[src/design/sebs_pkg.sv]
package sebs_pkg;

  // ****************************************
  // Memory geometry
  // ****************************************
  localparam int SEBS_ADDR_W = 11;
  localparam logic [4:0] SEBS_PAGE_BYTES = 5'h10;
  localparam int SEBS_FIFO_W = 19;
  localparam int SEBS_FIFO_DEPTH = 32;

  // ****************************************
  // Register map
  // ****************************************
  localparam logic [7:0] SEBS_CTRL_OFS = 8'h00;
  localparam logic [7:0] SEBS_STATUS_OFS = 8'h04;
  localparam logic [7:0] SEBS_FIFO_OFS = 8'h08;
  localparam int SEBS_CTRL_SINGLE_BIT = 0;
  localparam logic SEBS_CTRL_SINGLE_RST = 1'b0;
  localparam int SEBS_STATUS_BUSY_BIT = 0;
  localparam int SEBS_STATUS_FIFO_BIT = 1;
  localparam int SEBS_STATUS_WP_BIT = 2;
  localparam int SEBS_FIFO_VALID_BIT = 31;
  localparam logic [1:0] SEBS_RESP_OKAY = 2'h0;
  localparam logic [1:0] SEBS_RESP_SLVERR = 2'h2;

  // ****************************************
  // Bus phases
  // ****************************************
  localparam logic [3:0] SEBS_BIT_LAST = 4'h7;
  localparam logic [3:0] SEBS_BIT_DONE = 4'h8;

  typedef enum logic [4:0] {
    SEBS_IDLE = 5'b00001,
    SEBS_RX   = 5'b00010,
    SEBS_ACK  = 5'b00100,
    SEBS_TX   = 5'b01000,
    SEBS_MACK = 5'b10000
  } sebs_state_e;

  typedef enum logic [3:0] {
    SEBS_K_SEL  = 4'b0001,
    SEBS_K_AHI  = 4'b0010,
    SEBS_K_ALO  = 4'b0100,
    SEBS_K_DATA = 4'b1000
  } sebs_kind_e;

endpackage

[src/design/sebs_fifo.sv]
`timescale 1ns/100ps
module sebs_fifo #(
  parameter int WIDTH = 19,
  parameter int DEPTH = 32
) (
  // Clock and reset
  input wire logic clk,
  input wire logic rst_n,
  // Fill side
  input wire logic in_valid,
  output logic in_ready,
  input wire logic [WIDTH-1:0] in_data,
  // Drain side
  output logic out_valid,
  input wire logic out_ready,
  output logic [WIDTH-1:0] out_data
);

  localparam int PW = $clog2(DEPTH);

  logic [WIDTH-1:0] mem [DEPTH];
  logic [PW:0] wr_ptr;
  logic [PW:0] rd_ptr;
  logic [PW:0] next_wr_ptr;
  logic [PW:0] next_rd_ptr;
  logic do_push;
  logic do_pop;

  // ****************************************
  // Flags
  // ****************************************
  assign in_ready = (wr_ptr[PW] == rd_ptr[PW]) || (wr_ptr[PW-1:0] != rd_ptr[PW-1:0]);
  assign out_valid = (wr_ptr != rd_ptr);
  assign out_data = mem[rd_ptr[PW-1:0]];
  assign do_push = in_valid & in_ready;
  assign do_pop = out_valid & out_ready;

  always_comb begin
    next_wr_ptr = wr_ptr;
    next_rd_ptr = rd_ptr;
    if (do_push) begin
      next_wr_ptr = PW'(1) + wr_ptr;
    end
    if (do_pop) begin
      next_rd_ptr = PW'(1) + rd_ptr;
    end
  end

  always_ff @(posedge clk or negedge rst_n) begin
    if (!rst_n) begin
      wr_ptr <= '0;
      rd_ptr <= '0;
    end else begin
      wr_ptr <= next_wr_ptr;
      rd_ptr <= next_rd_ptr;
    end
  end

  always_ff @(posedge clk) begin
    if (do_push) begin
      mem[wr_ptr[PW-1:0]] <= in_data;
    end
  end

endmodule

[src/design/sebs_top.sv]
`timescale 1ns/100ps
module sebs_top
  import sebs_pkg::*;
#(
  // Device type code; value is arbitrary
  parameter logic [3:0] TYPE_CODE = 4'h6
) (
  // Clock and power-on reset
  input wire logic clk,
  input wire logic arst_n,
  // Two-wire bus
  input wire logic scl_in,
  input wire logic sda_in,
  output logic sda_out,
  output logic sda_oe,
  // Straps
  input wire logic chip_sel_bit0,
  input wire logic chip_sel_bit1,
  input wire logic chip_sel_bit2,
  input wire logic write_protect_input,
  // Memory read port
  output logic [SEBS_ADDR_W-1:0] mem_rd_addr,
  input wire logic [7:0] mem_rd_data,
  // AXI4-Lite write
  input wire logic [7:0] s_axi_awaddr,
  input wire logic s_axi_awvalid,
  output logic s_axi_awready,
  input wire logic [31:0] s_axi_wdata,
  input wire logic [3:0] s_axi_wstrb,
  input wire logic s_axi_wvalid,
  output logic s_axi_wready,
  output logic [1:0] s_axi_bresp,
  output logic s_axi_bvalid,
  input wire logic s_axi_bready,
  // AXI4-Lite read
  input wire logic [7:0] s_axi_araddr,
  input wire logic s_axi_arvalid,
  output logic s_axi_arready,
  output logic [31:0] s_axi_rdata,
  output logic [1:0] s_axi_rresp,
  output logic s_axi_rvalid,
  input wire logic s_axi_rready
);

  // ****************************************
  // Reset release and input filters
  // ****************************************
  logic [1:0] rst_pipe;
  logic rst_n;
  logic [5:0] in_raw;
  logic [5:0] s1;
  logic [5:0] s2;
  logic [5:0] s3;
  logic [5:0] filt;
  logic [5:0] next_filt;
  logic scl_prev;
  logic sda_prev;

  always_ff @(posedge clk or negedge arst_n) begin
    if (!arst_n) begin
      rst_pipe <= 2'h0;
    end else begin
      rst_pipe <= {rst_pipe[0], 1'b1};
    end
  end
  assign rst_n = rst_pipe[1];

  assign in_raw = {write_protect_input, chip_sel_bit2, chip_sel_bit1, chip_sel_bit0,
                   sda_in, scl_in};
  assign next_filt = (s2 & s3) | (filt & (s2 ^ s3));

  always_ff @(posedge clk or negedge rst_n) begin
    if (!rst_n) begin
      s1 <= 6'h03;
      s2 <= 6'h03;
      s3 <= 6'h03;
      filt <= 6'h03;
      scl_prev <= 1'b1;
      sda_prev <= 1'b1;
    end else begin
      s1 <= in_raw;
      s2 <= s1;
      s3 <= s2;
      filt <= next_filt;
      scl_prev <= filt[0];
      sda_prev <= filt[1];
    end
  end

  logic scl_f;
  logic sda_f;
  logic [2:0] cs_f;
  logic wp_f;
  logic scl_rise;
  logic scl_fall;
  logic bus_start;
  logic bus_stop;
  assign scl_f = filt[0];
  assign sda_f = filt[1];
  assign cs_f = filt[4:2];
  assign wp_f = filt[5];
  assign scl_rise = scl_f & ~scl_prev;
  assign scl_fall = ~scl_f & scl_prev;
  assign bus_start = scl_f & scl_prev & sda_prev & ~sda_f;
  assign bus_stop = scl_f & scl_prev & ~sda_prev & sda_f;

  // ****************************************
  // Bus state machine
  // ****************************************
  sebs_state_e state;
  sebs_state_e next_state;
  sebs_kind_e kind;
  sebs_kind_e next_kind;
  logic [3:0] cnt;
  logic [3:0] next_cnt;
  logic [7:0] shift;
  logic [7:0] next_shift;
  logic [7:0] tx_shift;
  logic [7:0] next_tx_shift;
  logic rw;
  logic next_rw;
  logic [SEBS_ADDR_W-1:0] ptr;
  logic [SEBS_ADDR_W-1:0] next_ptr;
  logic [4:0] wr_cnt;
  logic [4:0] next_wr_cnt;
  logic wr_pending;
  logic next_wr_pending;
  logic ack_en;
  logic next_ack_en;
  logic mack_ok;
  logic next_mack_ok;
  logic oe;
  logic next_oe;
  logic busy;
  logic next_busy;
  logic ctrl_single;
  logic clr_busy;
  logic [7:0] rx_byte;
  logic data_ok;
  logic fifo_in_valid;
  logic fifo_in_ready;
  logic fifo_out_valid;
  logic fifo_out_ready;
  logic [SEBS_FIFO_W-1:0] fifo_out_data;

  assign rx_byte = {shift[6:0], sda_f};
  assign data_ok = ~wp_f & fifo_in_ready & (wr_cnt < SEBS_PAGE_BYTES)
                   & ~(ctrl_single & (wr_cnt != 5'h00));

  always_comb begin
    next_state = state;
    next_kind = kind;
    next_cnt = cnt;
    next_shift = shift;
    next_tx_shift = tx_shift;
    next_rw = rw;
    next_ptr = ptr;
    next_wr_cnt = wr_cnt;
    next_wr_pending = wr_pending;
    next_ack_en = ack_en;
    next_mack_ok = mack_ok;
    next_oe = oe;
    next_busy = busy & ~clr_busy;
    fifo_in_valid = 1'b0;
    if (bus_start) begin
      next_state = SEBS_RX;
      next_kind = SEBS_K_SEL;
      next_cnt = 4'h0;
      next_oe = 1'b0;
      next_wr_cnt = 5'h00;
    end else if (bus_stop) begin
      next_state = SEBS_IDLE;
      next_oe = 1'b0;
      next_wr_pending = 1'b0;
      if (wr_pending) begin
        next_busy = 1'b1;
      end
    end else begin
      unique case (state)
        SEBS_IDLE: begin
          next_oe = 1'b0;
        end
        SEBS_RX: begin
          if (scl_rise) begin
            next_shift = rx_byte;
            next_cnt = 4'(cnt + 4'h1);
            if (cnt == SEBS_BIT_LAST) begin
              unique case (kind)
                SEBS_K_SEL: begin
                  next_rw = rx_byte[0];
                  next_ack_en = 1'b1;
                  if ((rx_byte[7:4] != TYPE_CODE) || (rx_byte[3:1] != cs_f) || busy) begin
                    next_state = SEBS_IDLE;
                    next_ack_en = 1'b0;
                  end
                end
                SEBS_K_AHI: begin
                  next_ack_en = 1'b1;
                end
                SEBS_K_ALO: begin
                  next_ack_en = 1'b1;
                end
                default: begin
                  next_ack_en = data_ok;
                  if (data_ok) begin
                    fifo_in_valid = 1'b1;
                    next_wr_cnt = 5'(wr_cnt + 5'h01);
                    next_wr_pending = 1'b1;
                  end
                end
              endcase
            end
          end else if (scl_fall && (cnt == SEBS_BIT_DONE)) begin
            next_state = SEBS_ACK;
            next_oe = ack_en;
          end
        end
        SEBS_ACK: begin
          if (scl_fall) begin
            next_oe = 1'b0;
            next_cnt = 4'h0;
            next_state = SEBS_RX;
            unique case (kind)
              SEBS_K_SEL: begin
                if (rw) begin
                  next_state = SEBS_TX;
                  next_oe = ~mem_rd_data[7];
                  next_tx_shift = {mem_rd_data[6:0], 1'b0};
                end else begin
                  next_kind = SEBS_K_AHI;
                end
              end
              SEBS_K_AHI: begin
                next_ptr[SEBS_ADDR_W-1:8] = shift[2:0];
                next_kind = SEBS_K_ALO;
              end
              SEBS_K_ALO: begin
                next_ptr[7:0] = shift;
                next_kind = SEBS_K_DATA;
              end
              default: begin
                if (ack_en) begin
                  next_ptr[3:0] = 4'(ptr[3:0] + 4'h1);
                end else begin
                  next_state = SEBS_IDLE;
                end
              end
            endcase
          end
        end
        SEBS_TX: begin
          if (scl_rise) begin
            next_cnt = 4'(cnt + 4'h1);
          end else if (scl_fall) begin
            if (cnt == SEBS_BIT_DONE) begin
              next_oe = 1'b0;
              next_state = SEBS_MACK;
              next_ptr = SEBS_ADDR_W'(ptr + 11'h001);
            end else begin
              next_oe = ~tx_shift[7];
              next_tx_shift = {tx_shift[6:0], 1'b0};
            end
          end
        end
        SEBS_MACK: begin
          if (scl_rise) begin
            next_mack_ok = ~sda_f;
          end else if (scl_fall) begin
            next_cnt = 4'h0;
            if (mack_ok) begin
              next_state = SEBS_TX;
              next_oe = ~mem_rd_data[7];
              next_tx_shift = {mem_rd_data[6:0], 1'b0};
            end else begin
              next_state = SEBS_IDLE;
            end
          end
        end
        default: begin
          next_state = SEBS_IDLE;
          next_oe = 1'b0;
        end
      endcase
    end
  end

  always_ff @(posedge clk or negedge rst_n) begin
    if (!rst_n) begin
      state <= SEBS_IDLE;
      kind <= SEBS_K_SEL;
      cnt <= 4'h0;
      shift <= 8'h00;
      tx_shift <= 8'h00;
      rw <= 1'b0;
      ptr <= 11'h000;
      wr_cnt <= 5'h00;
      wr_pending <= 1'b0;
      ack_en <= 1'b0;
      mack_ok <= 1'b0;
      oe <= 1'b0;
      busy <= 1'b0;
      sda_oe <= 1'b0;
      sda_out <= 1'b0;
      mem_rd_addr <= 11'h000;
    end else begin
      state <= next_state;
      kind <= next_kind;
      cnt <= next_cnt;
      shift <= next_shift;
      tx_shift <= next_tx_shift;
      rw <= next_rw;
      ptr <= next_ptr;
      wr_cnt <= next_wr_cnt;
      wr_pending <= next_wr_pending;
      ack_en <= next_ack_en;
      mack_ok <= next_mack_ok;
      oe <= next_oe;
      busy <= next_busy;
      sda_oe <= next_oe;
      sda_out <= 1'b0;
      mem_rd_addr <= next_ptr;
    end
  end

  // ****************************************
  // Write data buffer
  // ****************************************
  sebs_fifo #(
    .WIDTH(SEBS_FIFO_W),
    .DEPTH(SEBS_FIFO_DEPTH)
  ) u_fifo (
    .clk(clk),
    .rst_n(rst_n),
    .in_valid(fifo_in_valid),
    .in_ready(fifo_in_ready),
    .in_data({ptr, rx_byte}),
    .out_valid(fifo_out_valid),
    .out_ready(fifo_out_ready),
    .out_data(fifo_out_data)
  );

  // ****************************************
  // Register slave
  // ****************************************
  logic aw_held;
  logic next_aw_held;
  logic [7:0] aw_addr;
  logic [7:0] next_aw_addr;
  logic w_held;
  logic next_w_held;
  logic [31:0] w_data;
  logic [31:0] next_w_data;
  logic w_strb0;
  logic next_w_strb0;
  logic next_ctrl_single;
  logic next_awready;
  logic next_wready;
  logic next_bvalid;
  logic [1:0] next_bresp;
  logic next_arready;
  logic next_rvalid;
  logic [31:0] next_rdata;
  logic [1:0] next_rresp;

  always_comb begin
    next_aw_held = aw_held;
    next_aw_addr = aw_addr;
    next_w_held = w_held;
    next_w_data = w_data;
    next_w_strb0 = w_strb0;
    next_ctrl_single = ctrl_single;
    next_bvalid = s_axi_bvalid & ~s_axi_bready;
    next_bresp = s_axi_bresp;
    next_rvalid = s_axi_rvalid & ~s_axi_rready;
    next_rdata = s_axi_rdata;
    next_rresp = s_axi_rresp;
    clr_busy = 1'b0;
    fifo_out_ready = 1'b0;
    if (s_axi_awvalid && s_axi_awready) begin
      next_aw_held = 1'b1;
      next_aw_addr = s_axi_awaddr;
    end
    if (s_axi_wvalid && s_axi_wready) begin
      next_w_held = 1'b1;
      next_w_data = s_axi_wdata;
      next_w_strb0 = s_axi_wstrb[0];
    end
    if (aw_held && w_held && !s_axi_bvalid) begin
      next_aw_held = 1'b0;
      next_w_held = 1'b0;
      next_bvalid = 1'b1;
      next_bresp = SEBS_RESP_OKAY;
      if ({aw_addr[7:2], 2'h0} == SEBS_CTRL_OFS) begin
        if (w_strb0) begin
          next_ctrl_single = w_data[SEBS_CTRL_SINGLE_BIT];
        end
      end else if ({aw_addr[7:2], 2'h0} == SEBS_STATUS_OFS) begin
        clr_busy = w_strb0 & w_data[SEBS_STATUS_BUSY_BIT];
      end else if ({aw_addr[7:2], 2'h0} != SEBS_FIFO_OFS) begin
        next_bresp = SEBS_RESP_SLVERR;
      end
    end
    if (s_axi_arvalid && s_axi_arready) begin
      next_rvalid = 1'b1;
      next_rdata = 32'h0000_0000;
      next_rresp = SEBS_RESP_OKAY;
      if ({s_axi_araddr[7:2], 2'h0} == SEBS_CTRL_OFS) begin
        next_rdata[SEBS_CTRL_SINGLE_BIT] = ctrl_single;
      end else if ({s_axi_araddr[7:2], 2'h0} == SEBS_STATUS_OFS) begin
        next_rdata[SEBS_STATUS_BUSY_BIT] = busy;
        next_rdata[SEBS_STATUS_FIFO_BIT] = fifo_out_valid;
        next_rdata[SEBS_STATUS_WP_BIT] = wp_f;
      end else if ({s_axi_araddr[7:2], 2'h0} == SEBS_FIFO_OFS) begin
        fifo_out_ready = 1'b1;
        next_rdata[SEBS_FIFO_VALID_BIT] = fifo_out_valid;
        if (fifo_out_valid) begin
          next_rdata[SEBS_FIFO_W-1:0] = fifo_out_data;
        end
      end else begin
        next_rresp = SEBS_RESP_SLVERR;
      end
    end
    next_awready = ~next_aw_held & ~next_bvalid;
    next_wready = ~next_w_held & ~next_bvalid;
    next_arready = ~next_rvalid;
  end

  always_ff @(posedge clk or negedge rst_n) begin
    if (!rst_n) begin
      aw_held <= 1'b0;
      aw_addr <= 8'h00;
      w_held <= 1'b0;
      w_data <= 32'h0000_0000;
      w_strb0 <= 1'b0;
      ctrl_single <= SEBS_CTRL_SINGLE_RST;
      s_axi_awready <= 1'b0;
      s_axi_wready <= 1'b0;
      s_axi_bvalid <= 1'b0;
      s_axi_bresp <= SEBS_RESP_OKAY;
      s_axi_arready <= 1'b0;
      s_axi_rvalid <= 1'b0;
      s_axi_rdata <= 32'h0000_0000;
      s_axi_rresp <= SEBS_RESP_OKAY;
    end else begin
      aw_held <= next_aw_held;
      aw_addr <= next_aw_addr;
      w_held <= next_w_held;
      w_data <= next_w_data;
      w_strb0 <= next_w_strb0;
      ctrl_single <= next_ctrl_single;
      s_axi_awready <= next_awready;
      s_axi_wready <= next_wready;
      s_axi_bvalid <= next_bvalid;
      s_axi_bresp <= next_bresp;
      s_axi_arready <= next_arready;
      s_axi_rvalid <= next_rvalid;
      s_axi_rdata <= next_rdata;
      s_axi_rresp <= next_rresp;
    end
  end
endmodule

[config.mk]
export PLATFORM = sky130hd
export DESIGN_NAME = sebs_top
export DESIGN_NICKNAME = d
export VERILOG_FILES = /design/src/design/sebs_pkg.sv /design/src/design/sebs_fifo.sv /design/src/design/sebs_top.sv
export SDC_FILE = /design/constraint.sdc
export NUM_CORES = 1
export LEC_CHECK = 0
export BUFFER_PORTS_ARGS = -buffer_cell sky130_fd_sc_hd__buf_2
export CORE_MARGIN = 3
export CORE_UTILIZATION = 25
export CTS_CLUSTER_SIZE = 25
export DETAILED_ROUTE_END_ITERATION = 16
export SLEW_MARGIN = 20
export SYNTH_ARGS = -nofsm -noshare
export SYNTH_HDL_FRONTEND = slang
export SYNTH_SLANG_ARGS = --single-unit
[constraint.sdc]
create_clock -name clk -period 4.16 [get_ports clk]
set_input_delay 0.208 -clock clk [delete_from_list [all_inputs] [get_ports clk]]
set_output_delay 0.208 -clock clk [all_outputs]
set_load 0.02 [all_outputs]
==> metrics.txt, run 1 <==
number of distinct library cell variants in the gate-level netlist after synthesis=69; transition at the pin with the smallest max-transition slack=1.02 ns; switching power=between 3 and 4 mW; total via count after detailed routing=16,076; TritonCTS clock tree=built; Primary FF master, synth=edfxtp_1; Sequential Power Share=53.1%; post-detailed-route count of antenna-violating nets=0; Max Cap Viol=0; cell row count=124; summed instance area of the synthesized netlist=29,300 µm²; ratio of total power to cell area=450 nW/µm²; final setup skew=between 0.02 and 0.025 ns; standard cell core area=115,000 µm²; number of buffer cells added on primary ports=73; synthesized instance count=1,650; drt drc=0; crit end category=register; final-stage net count=between 1,500 and 2,000; internal portion of total power=12.0 mW; RD Place Congestion=0.866; Die Outline Area=121,000 µm²; source-to-sink clock delay at the later pin of the worst-skew pair=between 0.6 and 0.7 ns; setup total negative slack=0 ns; share of post-route cells with drive strength above 1=23.5%; unrepaired setup endpoints after global routing=no; total routed wirelength=74,200 µm; Seq/Total Area, Yosys=73.3%; overflow left after global routing=0; count of inserted antenna diode cells=0; minimum period implied by the final worst setup slack=3.51 ns; Sinks on Clock Net=736; maximum net fanout on the critical path=16; GRT Overall Usage=12.0%; Vert. Die Dim=~350 µm; num ports=between 100 and 150; fraction of the core area covered by cells at the end of the flow=29.9%; max-slew headroom at the worst pin=roughly a third; Setup Fix Bufs, Post-CTS=0; number of non-filler instances in the completed layout=3,397; relative contribution of the clock network to total power=about two fifths; Final Total Pwr=15.5 mW; maximum clock frequency=approximately 290 MHz; per-cell via count in the routed design=4.73; master of the slowest instance on the critical path=dfstp_2; EDFF count, synth=608; Critical Path, Cell by Cell=nand2b_1 -> or3_4 -> nand2b_4 -> nor3_2 -> buf_4 -> and3_1 -> buf_4; switching power as a share of total power=22.8%; worst hold path class=in2reg; category of the worst setup path launch point=register; Wirelength per Cell=21.8 µm; Synth Register Bits=736; cell mode on critical path=buf_4; pin count of the biggest net entering global routing=102; total clock buffers created by CTS=70; Largest stage delay, worst path=about 0.64 ns; area growth from synthesis to final layout=17.5%; number of buffers between clock root and the deepest sink=3; Final Cycle Share=approximately 84%; number of antenna violations at the first check in global routing=6; CTS clock-pin slew for the worst setup and hold paths=approximately 0.06 ns; Iter 0 DRT Violations=1,702; synthesized area per cell=17.7 µm²; HPWL Detailed=46,500 µm; clk root buf=clkbuf_16; final-report setup violation count=0; number of levels in the clock H-tree=3; Combinational Power Share=7.1%; critical setup path kind=reg2reg; Worst Path Required=4.47 ns; width of the chip=348 µm; first-pass GRT wire length=around 110,000 µm; iteration count of the initial detailed-routing pass=6; result of the run=finished, final reports clean; FFs w/ async S/R, synth=17.4%; Worst VDD drop=347 µV; Crit path arrival time=between 3 and 4 ns; Slew Limit Fails=0; final hold slack=approximately 0.053 ns; initial core utilization=25.4%; number of global-route vias before repair=approximately 16,000; count of final hold-check violations=0; placed instance count=3,238; count of synthesis-stage warnings from yosys=0; leakage power total=approximately 12 nW
cell usage in the layout, fill, tap and decap left out, types with 34 or more instances in the layout:
| master | instances |
|---|---|
| edfxtp_1 | 608 |
| mux2i_1 | 117 |
| dfrtp_1 | 110 |
| mux4_2 | 103 |
| buf_4 | 83 |
| nand2_1 | 80 |
| buf_2 | 73 |
| clkbuf_16 | 71 |
| o21ai_0 | 57 |
| nor2_1 | 43 |
| a21oi_1 | 41 |
| mux2_2 | 34 |
final cells by class:
type,count,area [µm²]
Clock buffer,83,1840
Tap cell,1512,1890
Timing Repair Buffer,193,1410
Inverter,15,56.3
Sequential cell,736,21500
Fill cell,11184,80900
Multi-Input combinational cell,814,7360
Clock inverter,44,365
power by group through the flow:
stage	registers (mW)	clock network, mW	logic, mW
2_1_floorplan	8.38	0	0.745
3_3_place_gp	8.38	0	1.04
3_5_place_dp	8.39	0	1.07
4_1_cts	8.24	6.29	1.12
5_1_grt	8.25	6.59	1.20
6_report	8.24	6.16	1.11
metrics by stage:
stage	instance area (µm²)	setup WS [ns]
floorplan	29300	0.351
global placement	31900	0.751
detailed placement	31900	0.694
CTS	34400	0.664
global route	34400	0.513
finish	34400	0.655
kinds of logic (layout without fill, tap and decap cells):
family	Yosys count	in the layout	synth area share, %
DFF	736	736	73.3
and+or+nand+nor	264	264	4.65
muxes	254	254	13.2
AOI/OAI and AO/OA	240	240	5.50
buffers and inverters	114	335	1.83
xor gates and xnor gates	24	24	0.743
adders and majority gates	16	16	0.684
other	2	16	0.0256
critical path, delay by kind of cell (launching register included):
kind / cells / cell delay [ns]
and+or+nand+nor: 5 / 1.94
buffers and inverters: 2 / 0.60
DFF: 1 / 0.64
flip-flops by register name, indices dropped and copies added (netlist names), 7 cells and up:
register	cells
ptr	11
s_axi_rdata	20
shift	8
tx_shift	7
u_fifo.mem	608
what timing repair did:
item,4_1_cts,5_1_grt
gates resized for setup,0,0
endpoints found under the hold margin,31,0
hold buffers,32,0
setup endpoints to repair,0,0
cells in the mapped netlist, types with 13 or more instances:
cell type,instances,area [µm²]
a211oi_1,22,165
a21oi_1,41,205
a31oi_1,13,81.3
a32o_1,16,160
and3_1,33,206
buf_1,16,60.1
buf_2,17,85.1
buf_4,20,150
clkbuf_1,44,165
dfrtp_1,116,2900
edfxtp_1,608,18300
ha_1,16,200
inv_1,15,56.3
mux2_2,34,383
mux2i_1,117,1170
mux4_2,103,2320
nand2_1,80,300
nand3_1,19,95.1
nor2_1,44,165
nor3_1,23,115
o21ai_0,57,285
o221ai_1,28,245
o22ai_1,22,138
xnor2_1,17,149
final timing paths:
kind | from | end | slack (ns) | cells after the start
hold reg to reg | rst_pipe[1]$_DFF_PN0_ | s_axi_rdata[3]$_DFFE_PN0P_ | 0.27 | 0
min in group asynchronous | rst_pipe[1]$_DFF_PN0_ | s_axi_rdata[3]$_DFFE_PN0P_ | 0.27 | 0
setup / recovery | filt[0]$_DFF_PN1_ | u_fifo.mem[22][7]$_DFFE_PP_ | 0.65 | 7
setup reg to reg | filt[0]$_DFF_PN1_ | u_fifo.mem[22][7]$_DFFE_PP_ | 0.65 | 7
hold / removal | s_axi_araddr[2] | s_axi_rdata[2]$_DFFE_PN0P_ | 0.05 | 5
max in group asynchronous | rst_pipe[1]$_DFF_PN0_ | ptr[10]$_DFFE_PN0P_ | 2.96 | 1
layer usage:
| layer | part of all wire (%) | GRT usage, % | up-vias |
|---|---|---|---|
| met5 | 0 | 0 | - |
| met4 | 2.3 | 3.62 | 0 |
| met3 | 7.1 | 2.04 | 99 |
| met2 | 48 | 19.3 | 707 |
| met1 | 43 | 16.6 | 8331 |
| li1 | - | - | 6939 |
Note: power is estimated with default switching activity, not from simulation.
==> run 2, diff against run 1 <==
clock period = 3.6 ns   (was 4.16 ns; I/O delays follow)
==> run 2 against run 1 <==
Sequential power up 16%; critical path depth did not move; fmax rose by 11%; clock skew increased by 0.0025 ns; register-to-register slack lost 0.21 ns; design area increased by 0.79%; routed wire length fell by 2.7%; via count fell by 0.27%; worst setup slack lost 0.21 ns; clock power is 26% higher; largest cell class unchanged; highest routed layer unchanged.
==> metrics.txt, run 2 (synthesized netlist as in run 1, its figures left out) <==
placed instance count=3,231 (-0.22%); initial core utilization=25.4% (unchanged); TritonCTS clock tree=built; transition at the pin with the smallest max-transition slack=1.10 ns (+0.0793 ns); Crit path arrival time=3.43 ns (-0.38 ns); number of global-route vias before repair=16,178 (+0.12%); Iter 0 DRT Violations=1,654 (-2.8%); setup total negative slack=0 ns (unchanged); HPWL Detailed=45,100 µm (-2.9%); crit end category=register; final-stage net count=1,920 (+0.052%); Final Cycle Share=87.7% (+3.5 points); result of the run=finished, final reports clean; Worst Path Required=3.87 ns (-0.60 ns); post-detailed-route count of antenna-violating nets=0 (unchanged); FF-to-FF End=u_fifo.mem[0][2]$_DFFE_PP_; GRT Overall Usage=11.7% (-0.28 points); width of the chip=348 µm (unchanged); min setup slack post-route=0.441 ns (-0.214 ns); area growth from synthesis to final layout=18.5%; Final Cell Area=34,700 µm² (+0.79%); total clock buffers created by CTS=78 (+11%); Vert. Die Dim=348 µm (unchanged); flip-flop count of the largest register after layout=608 (unchanged); cell depth of the worst min-delay path=4 (-1); RD Place Congestion=0.832 (-4.0%); overflow left after global routing=0 (unchanged); iteration count of the initial detailed-routing pass=7 (+1); drt drc=0 (unchanged); pin count of the biggest net entering global routing=68 (-33%); CTS clock-pin slew for the worst setup and hold paths=0.06 ns (about the same); Sinks on Clock Net=736 (unchanged); Die Outline Area=121,000 µm² (unchanged); maximum clock frequency=317 MHz (+11%); unrepaired setup endpoints after global routing=no; cell row count=124 (unchanged); maximum net fanout on the critical path=23 (+7); leakage power total=11.7 nW (+1.0%); first-pass GRT wire length=107,000 µm (-1.3%); cell depth of the worst flop-to-flop path=7 (unchanged); final hold slack=0.0458 ns (-0.00700 ns); worst hold path startpoint=s_axi_arvalid; number of antenna violations at the first check in global routing=1 (-5); count of cells resized by post-cts repair=0 (unchanged); count of inserted antenna diode cells=0 (unchanged); number of non-filler instances in the completed layout=3,407 (+0.29%); clk root buf=clkbuf_16; Max Cap Viol=0 (unchanged); minimum period implied by the final worst setup slack=3.16 ns (-0.346 ns); max-slew headroom at the worst pin=26.9% (-5.0 points); commonest non-fill, non-tap cell in the layout=edfxtp_1; number of levels in the clock H-tree=3 (unchanged); Worst VDD drop=464 µV (+34%); category of the worst setup path launch point=register; terminating pin of the worst hold path=s_axi_rdata[31]$_DFFE_PN0P_; Slew Limit Fails=0 (unchanged); total routed wirelength=72,200 µm (-2.7%); ratio of total power to cell area=535 nW/µm² (+19%); Final Total Pwr=18.6 mW (+20%); num ports=127 (unchanged); count of final hold-check violations=0 (unchanged); R2R Path Start=filt[0]$_DFF_PN1_; per-cell via count in the routed design=4.71 (-0.56%); Placed Instance Area=31,900 µm² (about the same); highest-count cells in the layout ignoring fill and taps=edfxtp_1, mux2i_1, dfrtp_1; flop-to-flop setup slack=0.44 ns (-0.21 ns); worst hold path class=in2reg; final setup skew=0.0272 ns (+0.00249 ns); standard cell core area=115,000 µm² (unchanged); number of buffer cells added on primary ports=73 (unchanged); fraction of the core area covered by cells at the end of the flow=30.1% (+0.24 points); total via count after detailed routing=16,033 (-0.27%); critical setup path kind=reg2reg; share of post-route cells with drive strength above 1=23.3% (-0.23 points); Wirelength per Cell=21.2 µm (-3.0%); number of buffers between clock root and the deepest sink=3 (unchanged); Post-Place Setup Slack=0.496 ns (-0.197 ns); source-to-sink clock delay at the later pin of the worst-skew pair=0.61 ns (about the same); final-report setup violation count=0 (unchanged)
[run 2: cell count changes in the layout (fill, tap and decap cells not counted), moves of 2 or more]
cell | before | now
buf_12 | 5 | 8
buf_4 | 83 | 73
bufinv_16 | 3 | 5
clkbuf_1 | 10 | 14
clkbuf_16 | 71 | 81
clkinv_1 | 9 | 15
dfrtp_1 | 110 | 112
dfrtp_2 | 3 | 1
inv_6 | 4 | 2
[run 2: critical path: stages (launching register included)]
cell	delay (ns)
dfstp_2	0.63
nand2b_1	0.19
or3_4	0.54
nand2b_4	0.21
nor3_2	0.36
buf_4	0.36
and3_1	0.22
buf_4	0.29
[run 2: how the worst max path moves through the flow]
| stage | from | endpoint | slack [ns] | depth (start not counted) |
|---|---|---|---|---|
| 2_1_floorplan | state[3]$_DFFE_PN0P_ | u_fifo.mem[15][0]$_DFFE_PP_ | -0.10 | 8 |
| 3_3_place_gp | state[3]$_DFFE_PN0P_ | u_fifo.mem[4][6]$_DFFE_PP_ | 0.57 | 7 |
| 3_5_place_dp | filt[0]$_DFF_PN1_ | u_fifo.mem[12][5]$_DFFE_PP_ | 0.50 | 7 |
| 4_1_cts | filt[0]$_DFF_PN1_ | u_fifo.mem[0][2]$_DFFE_PP_ | 0.49 | 7 |
| 5_1_grt | filt[0]$_DFF_PN1_ | u_fifo.mem[0][2]$_DFFE_PP_ | 0.28 | 7 |
| 6_report | filt[0]$_DFF_PN1_ | u_fifo.mem[0][2]$_DFFE_PP_ | 0.44 | 7 |
[run 2: repair_timing]
item / 4_1_cts / 5_1_grt
setup endpoints to repair: 0 / 0
endpoints found under the hold margin: 32 / 0
buffers inserted: 0 / 0
hold buffers: 32 / 0
[run 2: metal layers]
layer / up-vias / global-route usage [%] / wire length [µm] / part of all wire (%)
li1: 6938 / - / - / -
met1: 8356 / 16.5 / 31700 / 44
met2: 628 / 17.8 / 32900 / 46
met3: 111 / 2.85 / 5630 / 7.8
met4: 0 / 3.54 / 1980 / 2.7
met5: - / 0 / 0 / 0
[run 2: cell type report]
type                    count  area [µm²]
flip-flops and latches    736       21500
repair buffers            186        1390
multi-input cells         814        7350
clock buffers              98        2120
fillers                 11109       80600
clock inverters            46         382
inverters                  15        56.3
well taps                1512        1890
[run 2: power breakdown]
part           internal (mW)  switching (mW)
Combinational          0.571           0.672
Clock                   4.55            3.23
Sequential              9.33           0.199
Total                   14.5            4.10
